[src/hdl/video_frontend_pkg.sv]
// Constants for the display-input front-end control register bank
package video_frontend_pkg;

   // Register offsets; word index, byte address is four times the index
   localparam logic [7:0] sync_control_index  = 8'h10;
   localparam logic [7:0] clamp_coast_index   = 8'h11;
   localparam logic [7:0] precoast_index      = 8'h12;
   localparam logic [7:0] postcoast_index     = 8'h13;
   localparam logic [7:0] output_power_index  = 8'h14;
   localparam logic [7:0] sync_status_index   = 8'h15;
   localparam int         address_width       = 8;

   // Sync control (offset 0x10) fields used here
   localparam int vsync_override_bit = 1;
   localparam int vsync_select_bit   = 0;
   localparam logic [7:0] sync_control_reset = 8'h00;

   // Clamp and coast control fields
   localparam int clamp_disable_bit     = 7;
   localparam int red_clamp_bit         = 6;
   localparam int green_clamp_bit       = 5;
   localparam int blue_clamp_bit        = 4;
   localparam int coast_select_bit      = 3;
   localparam int coast_pol_override_bit = 2;
   localparam int coast_polarity_bit    = 1;
   localparam logic [7:0] clamp_coast_mask  = 8'hfe;
   localparam logic [7:0] clamp_coast_reset = 8'h0a;

   // Coast counts
   localparam logic [7:0] precoast_reset  = 8'h00;
   localparam logic [7:0] postcoast_reset = 8'h00;

   // Output and power control fields
   localparam int drive_high_bit     = 7;
   localparam int drive_low_bit      = 6;
   localparam int bandwidth_bit      = 5;
   localparam int clock_invert_bit   = 4;
   localparam int output_tristate_bit = 3;
   localparam int protect_addr_bit   = 2;
   localparam int chip_powerdown_bit = 1;
   localparam int output_mode_bit    = 0;
   localparam logic [7:0] output_power_reset = 8'hc2;

   // Sync activity status fields
   localparam int hsync_detect_bit = 7;
   localparam int sog_detect_bit   = 6;
   localparam int vsync_detect_bit = 5;

   // Drive strength encoding
   localparam logic [1:0] drive_low    = 2'h0;
   localparam logic [1:0] drive_medium = 2'h1;
   localparam logic [1:0] drive_high   = 2'h2;

   // Activity timeout, clock rate and bus answer
   localparam longint clock_hz          = 25000000;
   localparam longint activity_timeout_us = 200;
   localparam longint activity_timeout_cycles = activity_timeout_us * clock_hz / 1000000;
   localparam logic [31:0] unmapped_read_value = 32'h00000000;

endpackage : video_frontend_pkg

[src/hdl/video_frontend_control_regs.sv]
// Control and status register bank of a display-input front end on Avalon-MM
//
// Summary of operation
// - Clamp bit 0 runs clamp timing, 1 disables
// - Clamp pulse timed from hsync trailing edge
// - Per-channel clamp select: ground or midscale
// - Coast select: 0 off, 1 internal coast
// - Coast vsync from pin or sync separator
// - Polarity override acts only with coast disabled
// - Coast polarity honoured only under user override
// - Precoast count of edges before vsync
// - Postcoast count extends coast after vsync
// - Drive field: 1x high, 01 medium, 00 low
// - Bandwidth bit: 10 MHz or 300 MHz
// - Clock invert acts only on digital interface
// - Output power-down three-states data and syncs
// - Config bit gives protection port address bit
// - Power-down bit: 0 down, 1 normal
// - Output mode bit: 4:4:4 or 4:2:2
// - 4:2:2: green luma, red chroma, blue off
// - Hsync detect shows edges on hsync input
// - Vsync override forces source to select bit
// - Vsync select: pin 0, separator 1
// - Analog activity is OR of three detects
//
// The Avalon-MM interface to the registers is this design's own decision.
module video_frontend_control_regs
   import video_frontend_pkg::*;
#(
   parameter int activity_timeout = int'(video_frontend_pkg::activity_timeout_cycles),
   parameter int timeout_width    = 16
)
(
   input  wire logic                                   clk,
   input  wire logic                                   rst_b,
   input  wire logic                                   clk_en,
   input  wire logic [video_frontend_pkg::address_width-1:0] address,
   input  wire logic                                   read,
   input  wire logic                                   write,
   input  wire logic [31:0]                            writedata,
   input  wire logic [3:0]                             byteenable,
   output logic      [31:0]                            readdata,
   output logic                                        waitrequest,
   input  wire logic                                   hsync_input,
   input  wire logic                                   vsync_input,
   input  wire logic                                   sync_on_green_input,
   input  wire logic                                   digital_interface,
   output logic                                        clamp_enable,
   output logic      [2:0]                             clamp_midscale,
   output logic                                        coast_enable,
   output logic                                        active_vsync_source,
   output logic                                        coast_user_polarity,
   output logic                                        coast_polarity,
   output logic      [7:0]                             precoast,
   output logic      [7:0]                             postcoast,
   output logic      [1:0]                             drive_strength,
   output logic                                        wide_bandwidth,
   output logic                                        data_clock_invert,
   output logic                                        output_tristate,
   output logic                                        protect_address_bit,
   output logic                                        chip_powerdown_n,
   output logic                                        output_mode_422,
   output logic                                        hsync_detect,
   output logic                                        analog_active
);
   import video_frontend_pkg::*;

   // Elaboration check on the timeout counter
   if (activity_timeout < 1 || activity_timeout >= (1 << timeout_width))
      $error("activity_timeout does not fit timeout_width");

   logic [7:0] sync_control;
   logic [7:0] clamp_coast_control;
   logic [7:0] precoast_count;
   logic [7:0] postcoast_count;
   logic [7:0] output_and_power_control;
   logic [7:0] sync_activity_status;
   logic       pending;
   logic [timeout_width-1:0] hsync_idle;
   logic [timeout_width-1:0] vsync_idle;
   logic [timeout_width-1:0] sog_idle;
   logic       hsync_last;
   logic       vsync_last;
   logic       sog_last;
   logic       hsync_seen;
   logic       vsync_seen;
   logic       sog_seen;
   logic       sync_primed;
   logic [7:0] next_readdata;

   // Decode of drive field into strength code
   function automatic logic [1:0] drive_decode(input logic [1:0] field);
      if (field[1])
      begin
         drive_decode = drive_high;
      end
      else if (field[0])
      begin
         drive_decode = drive_medium;
      end
      else
      begin
         drive_decode = drive_low;
      end
   endfunction

   // Merge a write byte with its lane enable
   function automatic logic [7:0] merge_byte(input logic [7:0] old_value, input logic [31:0] data,
                                             input logic [3:0] lanes, input logic [7:0] mask);
      if (lanes[0])
      begin
         merge_byte = data[7:0] & mask;
      end
      else
      begin
         merge_byte = old_value;
      end
   endfunction

   // Idle counter step: restart on edge, saturate at timeout
   function automatic logic [timeout_width-1:0] idle_step(input logic [timeout_width-1:0] count,
                                                         input logic edge_seen);
      if (edge_seen)
      begin
         idle_step = '0;
      end
      else if (count < timeout_width'(activity_timeout))
      begin
         idle_step = count + timeout_width'(1);
      end
      else
      begin
         idle_step = count;
      end
   endfunction

   // Bus handshake: one wait cycle per access, then accept
   always_ff @(posedge clk or negedge rst_b)
   begin
      if (!rst_b)
      begin
         pending     <= 1'b0;
         waitrequest <= 1'b1;
      end
      else if (clk_en)
      begin
         if ((read || write) && !pending && waitrequest)
         begin
            pending     <= 1'b1;
            waitrequest <= 1'b0;
         end
         else
         begin
            pending     <= 1'b0;
            waitrequest <= 1'b1;
         end
      end
   end

   // Register writes on the accepting edge
   always_ff @(posedge clk or negedge rst_b)
   begin
      if (!rst_b)
      begin
         sync_control             <= sync_control_reset;
         clamp_coast_control      <= clamp_coast_reset;
         precoast_count           <= precoast_reset;
         postcoast_count          <= postcoast_reset;
         output_and_power_control <= output_power_reset;
      end
      else if (clk_en && write && pending)
      begin
         unique case (address)
            sync_control_index:
               sync_control <= merge_byte(sync_control, writedata, byteenable, 8'hff);
            clamp_coast_index:
               clamp_coast_control <= merge_byte(clamp_coast_control, writedata, byteenable,
                                                 clamp_coast_mask);
            precoast_index:
               precoast_count <= merge_byte(precoast_count, writedata, byteenable, 8'hff);
            postcoast_index:
               postcoast_count <= merge_byte(postcoast_count, writedata, byteenable, 8'hff);
            output_power_index:
               output_and_power_control <= merge_byte(output_and_power_control, writedata,
                                                      byteenable, 8'hff);
            default:
               ;
         endcase
      end
   end

   // Read data mux; status and unmapped read as zero above the byte
   always_comb
   begin
      next_readdata = 8'h00;
      unique case (address)
         sync_control_index: next_readdata = sync_control;
         clamp_coast_index:  next_readdata = clamp_coast_control;
         precoast_index:     next_readdata = precoast_count;
         postcoast_index:    next_readdata = postcoast_count;
         output_power_index: next_readdata = output_and_power_control;
         sync_status_index:  next_readdata = sync_activity_status;
         default:            next_readdata = 8'h00;
      endcase
   end

   // Read data register, stands with waitrequest low
   always_ff @(posedge clk or negedge rst_b)
   begin
      if (!rst_b)
      begin
         readdata <= unmapped_read_value;
      end
      else if (clk_en && read && !pending && waitrequest)
      begin
         readdata <= {24'h000000, next_readdata};
      end
   end

   // Edge detection on the sync inputs; the first enabled cycle after reset only loads
   // the history, so a pin idling high gives no false edge
   assign hsync_seen = sync_primed && (hsync_input != hsync_last);
   assign vsync_seen = sync_primed && (vsync_input != vsync_last);
   assign sog_seen   = sync_primed && (sync_on_green_input != sog_last);

   // Activity watchdogs; a steady level ages out to no activity
   always_ff @(posedge clk or negedge rst_b)
   begin
      if (!rst_b)
      begin
         sync_primed <= 1'b0;
         hsync_last <= 1'b0;
         vsync_last <= 1'b0;
         sog_last   <= 1'b0;
         hsync_idle <= timeout_width'(activity_timeout);
         vsync_idle <= timeout_width'(activity_timeout);
         sog_idle   <= timeout_width'(activity_timeout);
      end
      else if (clk_en)
      begin
         sync_primed <= 1'b1;
         hsync_last <= hsync_input;
         vsync_last <= vsync_input;
         sog_last   <= sync_on_green_input;
         hsync_idle <= idle_step(hsync_idle, hsync_seen);
         vsync_idle <= idle_step(vsync_idle, vsync_seen);
         sog_idle   <= idle_step(sog_idle, sog_seen);
      end
   end

   // Status register: detect bits set by edges, cleared by timeout
   always_ff @(posedge clk or negedge rst_b)
   begin
      if (!rst_b)
      begin
         sync_activity_status <= 8'h00;
      end
      else if (clk_en)
      begin
         sync_activity_status <= 8'h00;
         sync_activity_status[hsync_detect_bit] <= hsync_seen ||
            (hsync_idle < timeout_width'(activity_timeout) - timeout_width'(1));
         sync_activity_status[sog_detect_bit]   <= sog_seen ||
            (sog_idle < timeout_width'(activity_timeout) - timeout_width'(1));
         sync_activity_status[vsync_detect_bit] <= vsync_seen ||
            (vsync_idle < timeout_width'(activity_timeout) - timeout_width'(1));
      end
   end

   // Registered controls toward the analog and output sections
   always_ff @(posedge clk or negedge rst_b)
   begin
      if (!rst_b)
      begin
         clamp_enable        <= 1'b0;
         clamp_midscale      <= 3'h0;
         coast_enable        <= 1'b0;
         active_vsync_source <= 1'b0;
         coast_user_polarity <= 1'b0;
         coast_polarity      <= 1'b0;
         precoast            <= 8'h00;
         postcoast           <= 8'h00;
         drive_strength      <= drive_low;
         wide_bandwidth      <= 1'b0;
         data_clock_invert   <= 1'b0;
         output_tristate     <= 1'b0;
         protect_address_bit <= 1'b0;
         chip_powerdown_n    <= 1'b0;
         output_mode_422     <= 1'b0;
         hsync_detect        <= 1'b0;
         analog_active       <= 1'b0;
      end
      else if (clk_en)
      begin
         // Clamp pulse itself is timed from hsync trailing edge downstream
         clamp_enable   <= !clamp_coast_control[clamp_disable_bit];
         clamp_midscale <= {clamp_coast_control[red_clamp_bit],
                            clamp_coast_control[green_clamp_bit],
                            clamp_coast_control[blue_clamp_bit]};
         coast_enable   <= clamp_coast_control[coast_select_bit];
         // Forced source when overridden, else follow vsync activity
         if (sync_control[vsync_override_bit])
         begin
            active_vsync_source <= sync_control[vsync_select_bit];
         end
         else
         begin
            active_vsync_source <= sync_activity_status[vsync_detect_bit];
         end
         // User polarity only with coast off and override set
         coast_user_polarity <= !clamp_coast_control[coast_select_bit] &&
                                clamp_coast_control[coast_pol_override_bit];
         coast_polarity      <= clamp_coast_control[coast_polarity_bit];
         precoast            <= precoast_count;
         postcoast           <= postcoast_count;
         drive_strength      <= drive_decode(output_and_power_control[drive_high_bit:drive_low_bit]);
         wide_bandwidth      <= output_and_power_control[bandwidth_bit];
         data_clock_invert   <= output_and_power_control[clock_invert_bit] && digital_interface;
         output_tristate     <= output_and_power_control[output_tristate_bit];
         protect_address_bit <= output_and_power_control[protect_addr_bit];
         chip_powerdown_n    <= output_and_power_control[chip_powerdown_bit];
         output_mode_422     <= output_and_power_control[output_mode_bit];
         hsync_detect        <= sync_activity_status[hsync_detect_bit];
         analog_active       <= sync_activity_status[hsync_detect_bit] ||
                                sync_activity_status[sog_detect_bit] ||
                                sync_activity_status[vsync_detect_bit];
      end
   end

endmodule // video_frontend_control_regs

[config.mk]
export PLATFORM = sky130hd
export DESIGN_NAME = video_frontend_control_regs
export DESIGN_NICKNAME = d
export VERILOG_FILES = /design/src/hdl/video_frontend_pkg.sv /design/src/hdl/video_frontend_control_regs.sv
export SDC_FILE = /design/constraint.sdc
export NUM_CORES = 1
export LEC_CHECK = 0
export ABC_AREA = 1
export BUFFER_PORTS_ARGS = -buffer_cell sky130_fd_sc_hd__clkbuf_2
export CAP_MARGIN = 20
export CORE_MARGIN = 2
export CORE_UTILIZATION = 35
export DETAILED_ROUTE_END_ITERATION = 16
export GPL_ROUTABILITY_DRIVEN = 0
export GPL_TIMING_DRIVEN = 0
export MAX_ROUTING_LAYER = met4
export REMOVE_ABC_BUFFERS = 1
export SLEW_MARGIN = 0
export SYNTH_ARGS = -nofsm -noshare
export SYNTH_HDL_FRONTEND = slang
export SYNTH_SLANG_ARGS = --single-unit
[constraint.sdc]
create_clock -name clk -period 1.79 [get_ports clk]
set_input_delay 0.0895 -clock clk [delete_from_list [all_inputs] [get_ports clk]]
set_output_delay 0.0895 -clock clk [all_outputs]
set_load 0.02 [all_outputs]
# Yosys cells after proc, flatten, opt, wreduce, memory -nomap -nowiden
# Cells that the tools add are included.
# totals
out_inout_bits	67
reg_bits	138
# op_classes
magnitude_cmp	6
n_reduce_logical	32
n_mux	12
add_sub_neg	3
n_eq_ne	9
# ops
operator	n
less-than comparator 16 x 13 -> 1 bit (second input constant)	6
2-to-1 mux 16 bit	6
adder 16 x 1 -> 16 bit (second input constant)	3
== test 8 x 5 -> 1 bit (second input constant)	6
case mux 8 bit (6 select lines)	1
AND reduction 3 bit	5
logical AND 1 bit	12
logical OR 1 bit	6
AND reduction 2 bit	3
nonzero test 2 bit	3
2-to-1 mux 1 bit	4
logical NOT 1 bit	3
inequality test 1 bit	3
2-to-1 mux 2 bit	1

# Logic depth before layout (Yosys ltp)
# logic_depth
ltp_word	4
depth_mapped	11
mapped_depth_nobuf	10

# Least setup slack after synthesis
# OpenSTA, ideal clock, no wires.
# synth_path
kind	flip-flop to flip-flop
startpoint	register vsync_idle[9]
endpoint	register vsync_idle[10]
t_arrival_ns	1.304
synth_period_minus_slack_ns	1.421
path_buffers	1
stages_incl_launch_ff	11
slack_ns	0.369
cell_sequence	dfstp_2 -> nand2_1 -> inv_1 -> nand2_1 -> nor2_2 -> nand2_1 -> nand2_1 -> nand2_2 -> buf_2 -> nand3_1 -> nand2_1
# synth_between
elab_chain_cells	3
word_cells_on_any_way	6
# synth_lines
element	line_no	text
start: declaration	video_frontend_control_regs.sv:80	logic [timeout_width-1:0] vsync_idle;
start signal: assignment	video_frontend_control_regs.sv:236	vsync_idle <= timeout_width'(activity_timeout);
start signal: assignment	video_frontend_control_regs.sv:246	vsync_idle <= idle_step(vsync_idle, vsync_seen);
adder 16 x 1 -> 16 bit / less-than comparator 16 x 13 -> 1 bit (equally long branches)	video_frontend_control_regs.sv:129, video_frontend_control_regs.sv:127	
2-to-1 mux 16 bit / nonzero test 2 bit (equally long branches)	n/a	
2-to-1 mux 16 bit / AND reduction 2 bit (equally long branches)	n/a	
# Several ways; a longest one is shown, not always the timed one. The select of a mux whose other input is x is not followed.
# A chain may end at the register's enable or synchronous reset.

# Worst setup path in the final report
# layout_path
startpoint	register hsync_idle[9]
endpoint	register hsync_idle[14]
# layout_between
elab_chain_cells	3
word_cells_on_any_way	6
# layout_lines
element	line_no	text
start: declaration	video_frontend_control_regs.sv:79	logic [timeout_width-1:0] hsync_idle;
start signal: assignment	video_frontend_control_regs.sv:235	hsync_idle <= timeout_width'(activity_timeout);
start signal: assignment	video_frontend_control_regs.sv:245	hsync_idle <= idle_step(hsync_idle, hsync_seen);
adder 16 x 1 -> 16 bit / less-than comparator 16 x 13 -> 1 bit (equally long branches)	video_frontend_control_regs.sv:129, video_frontend_control_regs.sv:127	
2-to-1 mux 16 bit / nonzero test 2 bit (equally long branches)	n/a	
2-to-1 mux 16 bit / AND reduction 2 bit (equally long branches)	n/a	
# Several ways; a longest one is shown, not always the timed one. The select of a mux whose other input is x is not followed.

==> impl_metrics.py <==
metrics = {
    "cells_and_area": {
        "area_delta_synth_final_pct": 17.5,
        "final_cell_mix": "nand2_1 (357), nor2_1 (126), dfrtp_1 (117)",
        "multi_input_area_sq_um": 3250,
        "mostFrequentLayoutCell": "nand2_1",
        "regArea_sq_um": 3480,
        "nFillCells": 2069,
        "layout-drive-gt1-share_pct": 14.7,
        "final_cells": 1334,
        "final_util_pct": 42.0,
        "stdcell_area_sq_um": 8530,
        "antenna_cells": 0,
        "layout.nets": 1107,
    },
    "floorplan": {
        "die_h_um": 148,
        "row_count": 52,
        "die_area_sq_um": 21900,
        "core-area_sq_um": 20300,
        "die_w_um": 148,
        "initial_utilization_pct": 35.8,
        "ios": 120,
    },
    "clock_network": {
        "numCtsBuffers": 17,
        "cts_tree": "yes",
        "clk_pin_slew_worst_paths_ns": 0.06,
        "clk_latency_ns": 0.42,
        "htree_levels": 4,
        "cts_sinks": 138,
        "root_buffer": "clkbuf_16",
        "cts_buffer_depth": 2,
    },
    "synthesis": {
        "synthTopCellsByArea": "dfrtp_1 (40%), nand2_1 (19%), dfstp_2 (7.6%), nand3_1 (6.9%), nor2_1 (6.5%)",
        "synthesis.area_sq_um": 7260,
        "synth_edf_count": 0,
        "yosysTopAreaCellShare_pct": 40.3,
        "synth_cell_type_count": 33,
        "synthFlopType": "dfrtp_1",
        "syn_area_per_cell_sq_um": 7.44,
        "synth_top_cell_by_area": "dfrtp_1",
        "async_flop_share_pct": 100,
        "yosysSeqAreaShare_pct": 47.9,
        "yosys_warnings": 0,
        "syn_inst": 976,
        "synth_seq_cells": 138,
    },
    "min_path": {
        "min_path_type": "primary input to flip-flop",
        "hold_depth": 3,
        "hold-path-endpoint": "precoast_count[6]",
        "hp-start": "writedata[6]",
    },
    "sta": {
        "hold_violations": 0,
        "period_share_pct": 91.0,
        "relSlewSlack_pct": 36.1,
        "slew_violations": 0,
        "worstMarginPinSlew_ns": 0.958,
        "fin_ws_ns": 0.161,
        "fmax_mhz": 614,
        "rsz0062_at_grt": "no",
        "layout_min_cycle_time_ns": 1.63,
        "finClkSkew_ns": 0.00414,
        "worst_hold_slack_ns": 0.0136,
        "setup_viol": 0,
    },
    "global_route": {
        "grt_pass1_wl_um": 29100,
        "track_usage_pct": 17.0,
        "antenna_found_initial": 0,
        "overflow": 0,
        "grt_max_degree": 72,
        "grt_pass1_vias": 5963,
    },
    "setup_path": {
        "cp_slowest_stage_delay_ns": 0.58,
        "crit_path_end_kind": "flip-flop",
        "reg2reg_slack_ns": 0.16,
        "cpMaxStageDelayCell": "dfstp_2",
        "crit_chain": "nand2_1, inv_1, nand2_1, nor2_2, nand2_1, nand2_2, nand2_4, nand2_8, inv_1, nor2_1",
        "worst_setup_path_start_kind": "flip-flop",
        "rr_endpoint": "hsync_idle[14]",
        "worstSetupPathType": "flip-flop to flip-flop",
        "r2r_start": "hsync_idle[9]",
        "arrival_ns": 1.97,
        "reg2reg_depth": 10,
        "crit_buf_inv": 2,
        "crit_path_frequent_cell": "nand2_1",
        "cpLargestDelayFamily": "simple AND/OR/NAND/NOR gates",
        "cp_max_fo": 14,
        "cp.required_ns": 2.14,
        "crit_cells": 10,
    },
    "routing": {
        "drt_wl_total_um": 17500,
        "dr.pass1.iters": 5,
        "drt_iter0_drc": 340,
        "drc_errors": 0,
        "dr_total_vias": 6237,
        "viasPerCell": 4.68,
        "wl_per_cell_um": 13.1,
        "antenna_left": 0,
    },
    "flow_run": {
        "cap_violations": 0,
    },
    "place": {
        "dp.cells": 1285,
        "dp_hpwl_um": 11200,
        "pre_cts_slack_ns": -0.315,
        "port_buffers": 68,
        "placed_cell_area_sq_um": 7730,
    },
    "power_and_ir_drop": {
        "peakVddDrop_mv": 0.528,
        "powerDensity_nw_per_um2": 873,
        "p_leak_nw": 4.41,
    },
    "outcome": {
        "status": "finished, final reports clean",
    },
}
-- final cells by class --
type | count | area share (%)
repair buffers | 86 | 6.56
clock inverters | 7 | 1.32
multi-input cells | 730 | 38.1
inverters | 78 | 3.43
clock buffers | 25 | 5.81
flip-flops and latches | 138 | 40.8
well taps | 270 | 3.96
-- tightest hold or removal path: stages --
cell	delay (ns)
clkbuf_2	0.08
inv_1	0.08
o21ai_1	0.13
-- synthesized netlist by cell type, types with 4 or more instances --
cell type	number
a21oi_1	13
nand3_2	4
buf_2	12
o21ai_0	18
dfrtp_1	117
nand3_1	100
buf_6	6
nand2_4	5
nand2_1	358
clkbuf_1	9
dfstp_2	21
inv_1	76
buf_4	26
nor2_4	7
o21a_1	7
nand4_1	6
nand3b_1	4
nand2_2	5
nor2_1	126
or2_2	4
o21ai_1	28
-- per-stage QoR --
stage / setup TNS, ns / total power [mW]
CTS: 0 / 7.51
floorplan: 0 / 3.59
finish: 0 / 7.45
detailed placement: -9.86 / 3.84
global route: 0 / 7.76
global placement: -384.80 / 3.81
-- routing by layer --
metal | share of wire, % | GRT usage [%] | vias to the layer above
met5 | 0 | - | -
li1 | - | - | 3185
met3 | 4.4 | 3.36 | 11
met2 | 46 | 27.1 | 126
met1 | 48 | 22.4 | 2915
met4 | 0.91 | 4.38 | 0
-- worst max path at each step --
| stage | from | end | slack (ns) |
|---|---|---|---|
| 2_1_floorplan | address[5] | output_and_power_control[0] | 0.32 |
| 3_3_place_gp | clk_en | coast_user_polarity | -1.94 |
| 3_5_place_dp | clk_en | readdata[2] | -0.32 |
| 4_1_cts | vsync_idle[9] | vsync_idle[15] | 0.02 |
| 5_1_grt | sog_idle[9] | sog_idle[14] | 0.007 |
| 6_report | hsync_idle[9] | hsync_idle[14] | 0.16 |
-- state kept, by name, summed over array words and instances, names as in the netlist, 2 cells and up --
signal	flops
clamp_coast_control	7
drive_strength	2
precoast	8
precoast_count	8
hsync_idle	16
output_and_power_control	8
readdata	8
vsync_idle	16
sync_activity_status	3
postcoast	8
postcoast_count	8
sync_control	8
sog_idle	16
clamp_midscale	3
-- cell families after synthesis --
family | share of synthesized area (%)
and+or+nand+nor | 36.8
DFF | 47.9
buffers and inverters | 9.00
AOI/OAI and AO/OA | 5.55
adders and majority gates | 0.517
xor gates and xnor gates | 0.121
other | 0.0517
-- power breakdown --
| part | leakage (nW) | internal, mW | switching [mW] |
|---|---|---|---|
| Clock | 0.297 | 2.33 | 1.29 |
| Sequential | 1.79 | 3.20 | 0.0538 |
| Combinational | 2.32 | 0.165 | 0.408 |
-- what timing repair did --
action                                  CTS  global route
endpoints found under the hold margin    71             0
hold buffers                             13             0
pin swaps                                 0             2
resized for setup                         1             5
buffers inserted                          0             3
endpoints found under the setup margin    2            30
cloned                                    0             1
(Power assumes the default switching activity.)
